`src/ext_ctrl_pkg.sv`:
```
package ext_ctrl_pkg;

  localparam int ADDR_W = 18;
  localparam int DATA_W = 32;
  localparam int REG_W  = 16;
  localparam int IDX_W  = ADDR_W - 2;

  // register indices; byte address is four times the index
  localparam logic [IDX_W-1:0] IDX_EXT     = 16'h7409;
  localparam logic [IDX_W-1:0] IDX_MASK_BA = 16'h752c;
  localparam logic [IDX_W-1:0] IDX_MASK_BB = 16'h752d;
  localparam logic [IDX_W-1:0] IDX_MASK_BC = 16'h752e;
  localparam logic [IDX_W-1:0] IDX_GPT     = 16'h7600;
  localparam logic [IDX_W-1:0] IDX_COM     = 16'h7601;
  localparam logic [IDX_W-1:0] IDX_FLAG    = 16'h7602;
  localparam logic [IDX_W-1:0] IDX_MASK_A  = 16'h7603;
  localparam logic [IDX_W-1:0] IDX_T1CTL   = 16'h7604;
  localparam logic [IDX_W-1:0] IDX_T2CTL   = 16'h7605;

  // extension control fields
  localparam int EXT_INDEP = 0;
  localparam int EXT_QUAL  = 1;
  localparam int EXT_INDEX = 2;
  localparam int EXT_SOC   = 3;
  // timer group control fields
  localparam int GPT_T2TRIPE = 12;
  localparam int GPT_T1TRIPE = 11;
  localparam int GPT_TOE     = 6;
  localparam int GPT_T1OE    = 4;
  // compare control, flag, mask and clock select fields
  localparam int COM_FOE      = 9;
  localparam int COM_FOE_LO   = 5;
  localparam int COM_TRIPE_LO = 0;
  localparam int FLAG_PROT    = 0;
  localparam int MASK_PROT    = 0;
  localparam int CLK_SEL_LO   = 4;

  localparam logic [REG_W-1:0] EXT_RST     = 16'h0000;
  localparam logic [REG_W-1:0] GPT_RST     = 16'h1800;
  localparam logic [REG_W-1:0] COM_RST     = 16'h0000;
  localparam logic [REG_W-1:0] MASK_A_RST  = 16'h0001;
  localparam logic [REG_W-1:0] MASK_BA_RST = 16'h0001;
  localparam logic [REG_W-1:0] MASK_BB_RST = 16'h0000;
  localparam logic [REG_W-1:0] MASK_BC_RST = 16'h0000;
  localparam logic [REG_W-1:0] TCTL_RST    = 16'h0000;

  localparam logic [REG_W-1:0] EXT_WMASK     = 16'h000f;
  localparam logic [REG_W-1:0] GPT_WMASK     = 16'h1870;
  localparam logic [REG_W-1:0] COM_WMASK     = 16'h02e7;
  localparam logic [REG_W-1:0] MASK_A_WMASK  = 16'h0001;
  localparam logic [REG_W-1:0] MASK_BA_WMASK = 16'h078f;
  localparam logic [REG_W-1:0] MASK_BB_WMASK = 16'h000f;
  localparam logic [REG_W-1:0] MASK_BC_WMASK = 16'h0007;
  localparam logic [REG_W-1:0] TCTL_WMASK    = 16'h0030;

  localparam logic [1:0] CLKS_INT = 2'h0;
  localparam logic [1:0] CLKS_EXT = 2'h1;
  localparam logic [1:0] CLKS_QEP = 2'h3;

  localparam int SOC_PULSE_CYCLES = 32;
  localparam int QUAL_CYCLES      = 6;

  localparam logic [1:0] RESP_OKAY   = 2'h0;
  localparam logic [1:0] RESP_SLVERR = 2'h2;

  typedef enum logic [3:0] {
    REG_NONE, REG_EXT, REG_GPT, REG_COM, REG_FLAG, REG_MASK_A,
    REG_MASK_BA, REG_MASK_BB, REG_MASK_BC, REG_T1CTL, REG_T2CTL
  } reg_sel_e;

  typedef struct packed {
    logic [1:0] tmr;
    logic [5:0] fc;
  } cmp_pins_s;

  typedef struct packed {
    logic       idx;
    logic       qb;
    logic       qa;
    logic [2:0] fc_trip;
    logic       t2_trip;
    logic       t1_trip;
  } sense_pins_s;

  localparam int SENSE_W = $bits(sense_pins_s);

  function automatic reg_sel_e decode_reg(input logic [ADDR_W-1:0] a);
    logic [IDX_W-1:0] idx;
    idx = a[ADDR_W-1:2];
    if (idx == IDX_EXT) return REG_EXT;
    else if (idx == IDX_GPT) return REG_GPT;
    else if (idx == IDX_COM) return REG_COM;
    else if (idx == IDX_FLAG) return REG_FLAG;
    else if (idx == IDX_MASK_A) return REG_MASK_A;
    else if (idx == IDX_MASK_BA) return REG_MASK_BA;
    else if (idx == IDX_MASK_BB) return REG_MASK_BB;
    else if (idx == IDX_MASK_BC) return REG_MASK_BC;
    else if (idx == IDX_T1CTL) return REG_T1CTL;
    else if (idx == IDX_T2CTL) return REG_T2CTL;
    else return REG_NONE;
  endfunction : decode_reg

endpackage : ext_ctrl_pkg

```
`src/conv_start_pulse.sv`:
```
`timescale 1ns/1ps
module conv_start_pulse
  import ext_ctrl_pkg::*;
#(
  parameter int LEN = SOC_PULSE_CYCLES
) (
  input  wire logic clock,
  input  wire logic rst,
  input  wire logic ce,
  input  wire logic fire,
  input  wire logic enable,
  output logic      pin_o,
  output logic      pin_oe_n
);
  localparam int CW = $clog2(LEN);
  localparam logic [CW-1:0] LAST = CW'(LEN - 1);

  typedef enum logic {IDLE, PULSE} soc_state_e;
  soc_state_e    state_q;
  logic [CW-1:0] cnt_q;
  logic          pin_q;

  // events landing inside a running pulse are merged into it
  always_ff @(posedge clock) begin
    if (rst) begin
      state_q <= IDLE;
      cnt_q   <= '0;
      pin_q   <= 1'b1;
    end else if (ce) begin
      case (state_q)
        IDLE: begin
          cnt_q <= '0;
          if (fire && enable) begin
            state_q <= PULSE;
            pin_q   <= 1'b0;
          end
        end
        PULSE: begin
          cnt_q <= cnt_q + 1'b1;
          if (cnt_q == LAST) begin
            state_q <= IDLE;
            pin_q   <= 1'b1;
          end
        end
        default: state_q <= IDLE;
      endcase
    end
  end

  assign pin_o    = pin_q;
  assign pin_oe_n = ~enable;

  logic [7:0] low_run_q;
  always_ff @(posedge clock) begin
    if (rst) low_run_q <= '0;
    else if (ce) low_run_q <= pin_q ? 8'h00 : low_run_q + 8'h01;
  end
endmodule : conv_start_pulse

```
`src/input_conditioner.sv`:
```
`timescale 1ns/1ps
module input_conditioner
  import ext_ctrl_pkg::*;
#(
  parameter int              W        = SENSE_W,
  parameter int              QUAL_LEN = QUAL_CYCLES,
  parameter logic [W-1:0]    RST_VAL  = '1
) (
  input  wire logic         clock,
  input  wire logic         rst,
  input  wire logic         ce,
  input  wire logic [W-1:0] raw,
  output logic      [W-1:0] clean
);
  localparam int CW = $clog2(QUAL_LEN + 1);
  localparam logic [CW-1:0] LAST = CW'(QUAL_LEN - 1);

  for (genvar i = 0; i < W; i++) begin : g_bit
    logic          s1_q, s2_q, clean_q;
    logic [CW-1:0] cnt_q;
    wire           differs = s2_q != clean_q;
    // a level must hold for the whole window; shorter glitches never pass
    always_ff @(posedge clock) begin
      if (rst) begin
        s1_q    <= RST_VAL[i];
        s2_q    <= RST_VAL[i];
        clean_q <= RST_VAL[i];
        cnt_q   <= '0;
      end else if (ce) begin
        s1_q    <= raw[i];
        s2_q    <= s1_q;
        cnt_q   <= (differs && cnt_q != LAST) ? cnt_q + 1'b1 : '0;
        clean_q <= (differs && cnt_q == LAST) ? s2_q : clean_q;
      end
    end
    assign clean[i] = clean_q;
  end

endmodule : input_conditioner

```
`src/trip_hiz_ext_ctrl.sv`:
```
`timescale 1ns/1ps
module trip_hiz_ext_ctrl
  import ext_ctrl_pkg::*;
#(
  parameter int QUAL_LEN = QUAL_CYCLES,
  parameter int SOC_LEN  = SOC_PULSE_CYCLES
) (
  input  wire logic              clock,
  input  wire logic              rst,
  input  wire logic              ce,
  input  wire logic              awvalid,
  output logic                   awready,
  input  wire logic [ADDR_W-1:0] awaddr,
  input  wire logic [2:0]        awprot,
  input  wire logic              wvalid,
  output logic                   wready,
  input  wire logic [DATA_W-1:0] wdata,
  input  wire logic [3:0]        wstrb,
  output logic                   bvalid,
  input  wire logic              bready,
  output logic [1:0]             bresp,
  input  wire logic              arvalid,
  output logic                   arready,
  input  wire logic [ADDR_W-1:0] araddr,
  input  wire logic [2:0]        arprot,
  output logic                   rvalid,
  input  wire logic              rready,
  output logic [DATA_W-1:0]      rdata,
  output logic [1:0]             rresp,
  input  wire sense_pins_s       sense_raw,
  input  wire cmp_pins_s         cmp_drive,
  output cmp_pins_s              cmp_pin_o,
  output cmp_pins_s              cmp_pin_oe_n,
  input  wire logic              conv_event,
  output logic                   internal_conv_trigger,
  output logic                   conv_start_pin_o,
  output logic                   conv_start_pin_oe_n,
  output logic                   quad_timer_clear,
  output logic [2:0]             timer1_clk_sel,
  output logic [2:0]             timer2_clk_sel,
  output logic                   protection_irq,
  output logic [REG_W-1:0]       b_group_a_irq_en,
  output logic [3:0]             b_timer4_irq_en,
  output logic [2:0]             b_capture_irq_en
);

  // one-hot {quadrature, external, internal}; reserved code selects nothing
  function automatic logic [2:0] clk_src_onehot(input logic [1:0] code);
    if (code == CLKS_INT) return 3'h1;
    else if (code == CLKS_EXT) return 3'h2;
    else if (code == CLKS_QEP) return 3'h4;
    else return 3'h0;
  endfunction : clk_src_onehot

  function automatic logic [REG_W-1:0] wmerge(input logic [REG_W-1:0] old,
                                              input logic [REG_W-1:0] val,
                                              input logic [1:0]       strb,
                                              input logic [REG_W-1:0] wmask);
    logic [REG_W-1:0] lanes;
    lanes = {{8{strb[1]}}, {8{strb[0]}}} & wmask;
    return (old & ~lanes) | (val & lanes);
  endfunction : wmerge

  // ---------------- input conditioning
  sense_pins_s pins;

  input_conditioner #(
    .W        (SENSE_W),
    .QUAL_LEN (QUAL_LEN),
    .RST_VAL  ({1'b0, 1'b0, 1'b0, 3'h7, 1'b1, 1'b1})
  ) u_cond (
    .clock (clock),
    .rst   (rst),
    .ce    (ce),
    .raw   (sense_raw),
    .clean (pins)
  );

  // ---------------- register bus
  logic              aw_hold_q, w_hold_q, bvalid_q, rvalid_q;
  logic [ADDR_W-1:0] aw_addr_q;
  logic [REG_W-1:0]  w_data_q;
  logic [1:0]        w_strb_q, bresp_q, rresp_q;
  logic [REG_W-1:0]  rdata_q;
  logic [REG_W-1:0]  rd_word;

  wire aw_take = awvalid && awready;
  wire w_take  = wvalid && wready;
  wire wr_fire = ce && aw_hold_q && w_hold_q && !bvalid_q;
  wire ar_take = arvalid && arready;

  assign awready = ce && !aw_hold_q && !bvalid_q;
  assign wready  = ce && !w_hold_q && !bvalid_q;
  assign arready = ce && !rvalid_q;
  assign bvalid  = bvalid_q;
  assign bresp   = bresp_q;
  assign rvalid  = rvalid_q;
  assign rresp   = rresp_q;
  assign rdata   = {{(DATA_W-REG_W){1'b0}}, rdata_q};

  reg_sel_e wr_sel, rd_sel;
  assign wr_sel = decode_reg(aw_addr_q);
  assign rd_sel = decode_reg(araddr);

  wire wr_ext    = wr_fire && wr_sel == REG_EXT;
  wire wr_gpt    = wr_fire && wr_sel == REG_GPT;
  wire wr_com    = wr_fire && wr_sel == REG_COM;
  wire wr_flag   = wr_fire && wr_sel == REG_FLAG;
  wire wr_mask_a = wr_fire && wr_sel == REG_MASK_A;
  wire wr_ba     = wr_fire && wr_sel == REG_MASK_BA;
  wire wr_bb     = wr_fire && wr_sel == REG_MASK_BB;
  wire wr_bc     = wr_fire && wr_sel == REG_MASK_BC;
  wire wr_t1     = wr_fire && wr_sel == REG_T1CTL;
  wire wr_t2     = wr_fire && wr_sel == REG_T2CTL;

  always_ff @(posedge clock) begin
    if (rst) begin
      aw_hold_q <= 1'b0;
      w_hold_q  <= 1'b0;
      bvalid_q  <= 1'b0;
      rvalid_q  <= 1'b0;
      aw_addr_q <= '0;
      w_data_q  <= '0;
      w_strb_q  <= '0;
      bresp_q   <= RESP_OKAY;
      rresp_q   <= RESP_OKAY;
      rdata_q   <= '0;
    end else if (ce) begin
      if (aw_take) begin
        aw_hold_q <= 1'b1;
        aw_addr_q <= awaddr;
      end
      if (w_take) begin
        w_hold_q <= 1'b1;
        w_data_q <= wdata[REG_W-1:0];
        w_strb_q <= wstrb[1:0];
      end
      if (wr_fire) begin
        aw_hold_q <= 1'b0;
        w_hold_q  <= 1'b0;
        bvalid_q  <= 1'b1;
        bresp_q   <= (wr_sel == REG_NONE) ? RESP_SLVERR : RESP_OKAY;
      end else if (bready) begin
        bvalid_q <= 1'b0;
      end
      if (ar_take) begin
        rvalid_q <= 1'b1;
        rdata_q  <= rd_word;
        rresp_q  <= (rd_sel == REG_NONE) ? RESP_SLVERR : RESP_OKAY;
      end else if (rready) begin
        rvalid_q <= 1'b0;
      end
    end
  end

  // ---------------- control registers
  logic [REG_W-1:0] ext_q, gpt_q, com_q, mask_a_q, ba_q, bb_q, bc_q, t1_q, t2_q;
  logic             flag_q;

  wire indep = ext_q[EXT_INDEP];

  // trip hits: only in independent mode and only when enabled
  wire       t1_hit = indep && gpt_q[GPT_T1TRIPE] && !pins.t1_trip;
  wire       t2_hit = indep && gpt_q[GPT_T2TRIPE] && !pins.t2_trip;
  logic [2:0] fc_hit;
  for (genvar i = 0; i < 3; i++) begin : g_fc_hit
    assign fc_hit[i] = indep && com_q[COM_TRIPE_LO+i] && !pins.fc_trip[i];
  end

  // legacy protection path; the pin doubles as timer 1 trip
  wire prot_active = !indep && mask_a_q[MASK_PROT] && !pins.t1_trip;

  wire flag_set = indep ? (t1_hit || t2_hit || |fc_hit) : !pins.t1_trip;
  wire flag_clr = wr_flag && w_strb_q[0] && w_data_q[FLAG_PROT];

  // hardware clears beat a simultaneous software set; no automatic restore
  wire [REG_W-1:0] gpt_hw_clr = indep ? (REG_W'({t2_hit, t1_hit}) << GPT_T1OE)
                                      : (REG_W'(prot_active) << GPT_TOE);
  wire [REG_W-1:0] com_hw_clr = indep ? (REG_W'(fc_hit) << COM_FOE_LO)
                                      : (REG_W'(prot_active) << COM_FOE);

  wire [REG_W-1:0] ext_d = wr_ext ? wmerge(ext_q, w_data_q, w_strb_q, EXT_WMASK) : ext_q;
  wire [REG_W-1:0] gpt_w = wr_gpt ? wmerge(gpt_q, w_data_q, w_strb_q, GPT_WMASK) : gpt_q;
  wire [REG_W-1:0] com_w = wr_com ? wmerge(com_q, w_data_q, w_strb_q, COM_WMASK) : com_q;
  wire [REG_W-1:0] gpt_d = gpt_w & ~gpt_hw_clr;
  wire [REG_W-1:0] com_d = com_w & ~com_hw_clr;
  wire             flag_d = (flag_q && !flag_clr) || flag_set;
  wire [REG_W-1:0] mask_a_d = wr_mask_a ? wmerge(mask_a_q, w_data_q, w_strb_q, MASK_A_WMASK)
                                        : mask_a_q;
  wire [REG_W-1:0] ba_d = wr_ba ? wmerge(ba_q, w_data_q, w_strb_q, MASK_BA_WMASK) : ba_q;
  wire [REG_W-1:0] bb_d = wr_bb ? wmerge(bb_q, w_data_q, w_strb_q, MASK_BB_WMASK) : bb_q;
  wire [REG_W-1:0] bc_d = wr_bc ? wmerge(bc_q, w_data_q, w_strb_q, MASK_BC_WMASK) : bc_q;
  wire [REG_W-1:0] t1_d = wr_t1 ? wmerge(t1_q, w_data_q, w_strb_q, TCTL_WMASK) : t1_q;
  wire [REG_W-1:0] t2_d = wr_t2 ? wmerge(t2_q, w_data_q, w_strb_q, TCTL_WMASK) : t2_q;

  always_ff @(posedge clock) begin
    if (rst) begin
      ext_q    <= EXT_RST;
      gpt_q    <= GPT_RST;
      com_q    <= COM_RST;
      flag_q   <= 1'b0;
      mask_a_q <= MASK_A_RST;
      ba_q     <= MASK_BA_RST;
      bb_q     <= MASK_BB_RST;
      bc_q     <= MASK_BC_RST;
      t1_q     <= TCTL_RST;
      t2_q     <= TCTL_RST;
    end else if (ce) begin
      ext_q    <= ext_d;
      gpt_q    <= gpt_d;
      com_q    <= com_d;
      flag_q   <= flag_d;
      mask_a_q <= mask_a_d;
      ba_q     <= ba_d;
      bb_q     <= bb_d;
      bc_q     <= bc_d;
      t1_q     <= t1_d;
      t2_q     <= t2_d;
    end
  end

  wire [REG_W-1:0] flag_word = REG_W'(flag_q) << FLAG_PROT;
  assign rd_word =
      (rd_sel == REG_EXT)     ? ext_q    :
      (rd_sel == REG_GPT)     ? gpt_q    :
      (rd_sel == REG_COM)     ? com_q    :
      (rd_sel == REG_FLAG)    ? flag_word :
      (rd_sel == REG_MASK_A)  ? mask_a_q :
      (rd_sel == REG_MASK_BA) ? ba_q     :
      (rd_sel == REG_MASK_BB) ? bb_q     :
      (rd_sel == REG_MASK_BC) ? bc_q     :
      (rd_sel == REG_T1CTL)   ? t1_q     :
      (rd_sel == REG_T2CTL)   ? t2_q     : '0;

  // ---------------- output buffer control
  cmp_pins_s oe_n_d, pin_o_q, oe_n_q;
  logic [1:0] tmr_en;
  assign tmr_en = indep ? (gpt_q[GPT_T1OE +: 2] & ~{t2_hit, t1_hit})
                        : {2{gpt_q[GPT_TOE] && !prot_active}};
  assign oe_n_d.tmr = ~tmr_en;
  for (genvar i = 0; i < 3; i++) begin : g_fc_oe
    wire en = indep ? (com_q[COM_FOE_LO+i] && !fc_hit[i])
                    : (com_q[COM_FOE] && !prot_active);
    assign oe_n_d.fc[2*i +: 2] = {2{!en}};
  end

  logic       irq_q, clr_q, idx_prev_q;
  logic [2:0] t1_sel_q, t2_sel_q;
  wire        qual_ok   = !ext_q[EXT_QUAL] || (pins.qa && pins.qb);
  wire        idx_clear = ext_q[EXT_INDEX] && pins.idx && !idx_prev_q && qual_ok;

  always_ff @(posedge clock) begin
    if (rst) begin
      pin_o_q    <= '0;
      oe_n_q     <= '1;
      irq_q      <= 1'b0;
      clr_q      <= 1'b0;
      idx_prev_q <= 1'b0;
      t1_sel_q   <= 3'h1;
      t2_sel_q   <= 3'h1;
    end else if (ce) begin
      pin_o_q    <= cmp_drive;
      oe_n_q     <= oe_n_d;
      irq_q      <= flag_q && mask_a_q[MASK_PROT];
      clr_q      <= idx_clear;
      idx_prev_q <= pins.idx;
      t1_sel_q   <= clk_src_onehot(t1_q[CLK_SEL_LO +: 2]);
      t2_sel_q   <= clk_src_onehot(t2_q[CLK_SEL_LO +: 2]);
    end
  end

  assign cmp_pin_o        = pin_o_q;
  assign cmp_pin_oe_n     = oe_n_q;
  assign protection_irq   = irq_q;
  assign quad_timer_clear = clr_q;
  assign timer1_clk_sel   = t1_sel_q;
  assign timer2_clk_sel   = t2_sel_q;
  assign b_group_a_irq_en = ba_q;
  assign b_timer4_irq_en  = bb_q[3:0];
  assign b_capture_irq_en = bc_q[2:0];
  assign internal_conv_trigger = conv_event;

  conv_start_pulse #(
    .LEN (SOC_LEN)
  ) u_soc (
    .clock    (clock),
    .rst      (rst),
    .ce       (ce),
    .fire     (conv_event),
    .enable   (ext_q[EXT_SOC]),
    .pin_o    (conv_start_pin_o),
    .pin_oe_n (conv_start_pin_oe_n)
  );
endmodule : trip_hiz_ext_ctrl

```
`config.mk`:
```
export PLATFORM = sky130hd
export DESIGN_NAME = trip_hiz_ext_ctrl
export DESIGN_NICKNAME = d
export VERILOG_FILES = /design/src/ext_ctrl_pkg.sv /design/src/conv_start_pulse.sv /design/src/input_conditioner.sv /design/src/trip_hiz_ext_ctrl.sv
export SDC_FILE = /design/constraint.sdc
export NUM_CORES = 1
export LEC_CHECK = 0
export BUFFER_PORTS_ARGS = -buffer_cell sky130_fd_sc_hd__buf_2
export CAP_MARGIN = 10
export CORE_MARGIN = 2
export CORE_UTILIZATION = 50
export DETAILED_ROUTE_END_ITERATION = 12
export PLACE_DENSITY = 0.84
export SYNTH_ARGS = -nofsm -noshare
export SYNTH_HDL_FRONTEND = slang
export SYNTH_SLANG_ARGS = --single-unit
```
`constraint.sdc`:
```
create_clock -name clock -period 2.55 [get_ports clock]
set_clock_uncertainty 0.2 [all_clocks]
set_input_delay 0.255 -clock clock [delete_from_list [all_inputs] [get_ports clock]]
set_output_delay 0.255 -clock clock [all_outputs]
set_load 0.02 [all_outputs]
```
==> key figures <==
Yosys
  – Cell Area, Synth: 7670 um2
  – Distinct cells, synth: 67
  – Synthesized area per cell: 8.33 um2
  – Post-synth EDFFs: 0
  – Ys async rst share: 0
  – Post-Synthesis Cells: 920
  – Post-synth top flop: dfxtp_1
  – Synthesis-stage register bit count: 164
  – Sequential area share after synthesis: 0.428
  – Yosys warnings: 0

Worst setup path
  – Worst EP required: 2.68 ns
  – Worst-path cell chain: nor4_4 -> nand3_2 -> a211o_1 -> or4_4 -> mux2i_1 -> a311oi_1
  – Startpoint Class: flip-flop
  – CP max stage cell: or4_4
  – Crit path max fanout: 5
  – Critical path endpoint category: flip-flop
  – CP Class: flip-flop to flip-flop
  – Worst Path Buf+Inv: 0
  – CP arrival: 2.47 ns
  – R2R depth: 6
  – Delay of the slowest cell on the worst path: 0.61 ns
  – Worst path depth: 6
  – Top Family by Delay on Critical Path: simple AND/OR/NAND/NOR gates

Finish
  – Post-Layout Inst Area: 9400 um2
  – Share of cells above drive strength 1: 0.181
  – Nets: 1,199
  – Diodes inserted: 0
  – Synthesis-to-finish area growth: 22.6%
  – Fin cells: 1,279

Global routing
  – Antenna violations before repair: 0
  – Grt ovf: 0
  – Vias in the first global route: 6,598
  – First-pass GRT wire length: 31,100 um
  – Total GRT Usage: 0.237
  – Largest net degree at the start of global routing: 100

Timing
  – Final setup fails: 0
  – Min cycle time layout: 2.34 ns
  – Hold Vio Cnt, Final: 0
  – Slew margin rel.: 0.308
  – Achievable frequency: 0.427 GHz
  – Worst slew pin tran: 1.04 ns
  – RSZ-0062 raised after global routing: no
  – Fin. max-slew vios: 0
  – Setup TNS: 0 ns
  – Final period utilization: 0.919

Floorplan
  – I/O Pins: 194
  – Core Area: 15,100 um2
  – Die Wd: 128 um
  – Total die area: 16,300 um2
  – Starting Density: 0.508
  – Row cnt: 45
  – Die height: 128 um

Clock tree
  – # H-tree levels: 4
  – Clock transition at the registers of the reported paths: 0.06 ns
  – Worst-skew pair later-pin latency: 0.42 ns
  – CTS max path bufs: 2
  – CTS buffer count: 17
  – CTS Sinks: 164
  – Clock Tree Root: clkbuf_16
  – CTS tree: yes

Drt
  – DR iter-0 viols: 570
  – M1 WL: 8060 um
  – Met2 routed wirelength: 9550 um
  – Max layer used: met4
  – Routed vias/inst: 5.44
  – Post-route ant nets: 0
  – Via count: 6,960
  – Wirelength per Cell: 15.2 um
  – # DRC: 0
  – Router iterations before antenna repair: 6
  – Met3 wire len: 1340 um
  – Post-Route WL: 19,400 um

Pwr
  – Overall Power: 5680 uW
  – Pwr/cell area: 605 nW/um2
  – Peak supply drop: 0.491 mV
  – Leak: 0.00391 uW

Placed design
  – Final GP Congestion: 0.913
  – Post-Place Cells: 1,197
  – DP Area: 8330 um2
  – Post-DP HPWL: 12,700 um
  – I/O Buffers: 133

Min path
  – Hold Crit Class: input port to flip-flop
  – Hold Path Stages: 4

Run
  – Max Cap Viol: 0

Outcome
  – Status: finished clean
## where the power goes
group	switching (uW)	leakage (uW)	internal, uW
clock network	1030	0.000284	1420
registers	59.4	0.00133	2630
logic	315	0.00230	218
## logic make-up after synthesis
family | count (synthesis) | share of synthesized area
other | 1 | 0.000489
adders and majority gates | 18 | 0.0294
and+or+nand+nor | 374 | 0.232
DFF | 164 | 0.428
buffers and inverters | 100 | 0.0674
AOI/OAI and AO/OA | 181 | 0.140
muxes | 58 | 0.0757
xor gates and xnor gates | 24 | 0.0274
## synth_stat cells (all sizes together) (4+ instances only)
cell type / n / share of area
a21oi: 88 / 0.058
clkbuf: 43 / 0.021
ha: 18 / 0.029
nand2: 153 / 0.075
and2: 6 / 0.0049
nand2b: 11 / 0.0090
a31oi: 7 / 0.0057
nand4: 11 / 0.0090
dfxtp: 164 / 0.43
nor3b: 4 / 0.0046
a211oi: 10 / 0.0098
o21ai: 44 / 0.029
a21o: 4 / 0.0039
nand3: 44 / 0.030
and3: 7 / 0.0057
buf: 42 / 0.039
nor3: 9 / 0.0072
xor2: 8 / 0.0091
mux2i: 58 / 0.076
nor2b: 7 / 0.0057
inv: 15 / 0.0073
xnor2: 16 / 0.018
nor2: 96 / 0.049
## routing by layer
metal,GRT usage,vias to the layer above
met5,0,-
met4,0.0795,0
met3,0.0568,42
met2,0.416,269
met1,0.284,3230
li1,-,3419
## layout make-up
cell class / count / area [um2]
flip-flops and latches: 164 / 3280
repair buffers: 196 / 1280
clock buffers: 21 / 470
fillers: 1247 / 5690
inverters: 15 / 56.3
well taps: 188 / 235
multi-input cells: 684 / 3970
clock inverters: 11 / 101
## worst register-to-register path, stage by stage (launching register included)
cell,delay (ns)
dfxtp_1,0.35
nor4_4,0.37
nand3_2,0.09
a211o_1,0.30
or4_4,0.61
mux2i_1,0.15
a311oi_1,0.19
## final timing paths
kind	from	to	slack, ns
worst max-delay path	aw_addr_q[8]	gpt_q[4]	0.21
worst min-delay path	bready	bvalid	0.07
worst max register to register	aw_addr_q[8]	gpt_q[4]	0.21
worst min register to register	rdata_q[3]	rdata_q[3]	0.25
## placed cells by master, fill, tap and decap left out, types with 16 or more instances in the layout
cell,Yosys,routed
dfxtp_1,164,163
nand2_1,153,153
buf_2,2,131
nor2_1,94,94
a21oi_1,87,87
mux2i_1,58,58
dlygate4sd3_1,0,48
nand3_1,42,42
o21ai_0,36,36
conb_1,1,29
ha_1,18,18
clkbuf_16,0,17
xnor2_1,16,16
buf_4,33,16
## stage by stage
step	setup slack [ns]	hold slack, ns	utilization
2_1_floorplan	0.257	0.183	-
3_3_place_gp	0.218	0.237	0.552
3_5_place_dp	0.175	0.243	0.552
4_1_cts	0.157	0.0600	0.622
5_1_grt	0.00846	0.0838	0.623
6_report	0.206	0.0703	0.623
## repair_timing
| item | in CTS | in global routing |
|---|---|---|
| setup buffers | 0 | 2 |
| endpoints found under the setup margin | 0 | 1 |
| hold endpoints to repair | 48 | 0 |
| hold buffers | 48 | 0 |
| resized for setup | 0 | 1 |
(Power assumes the default switching activity.)
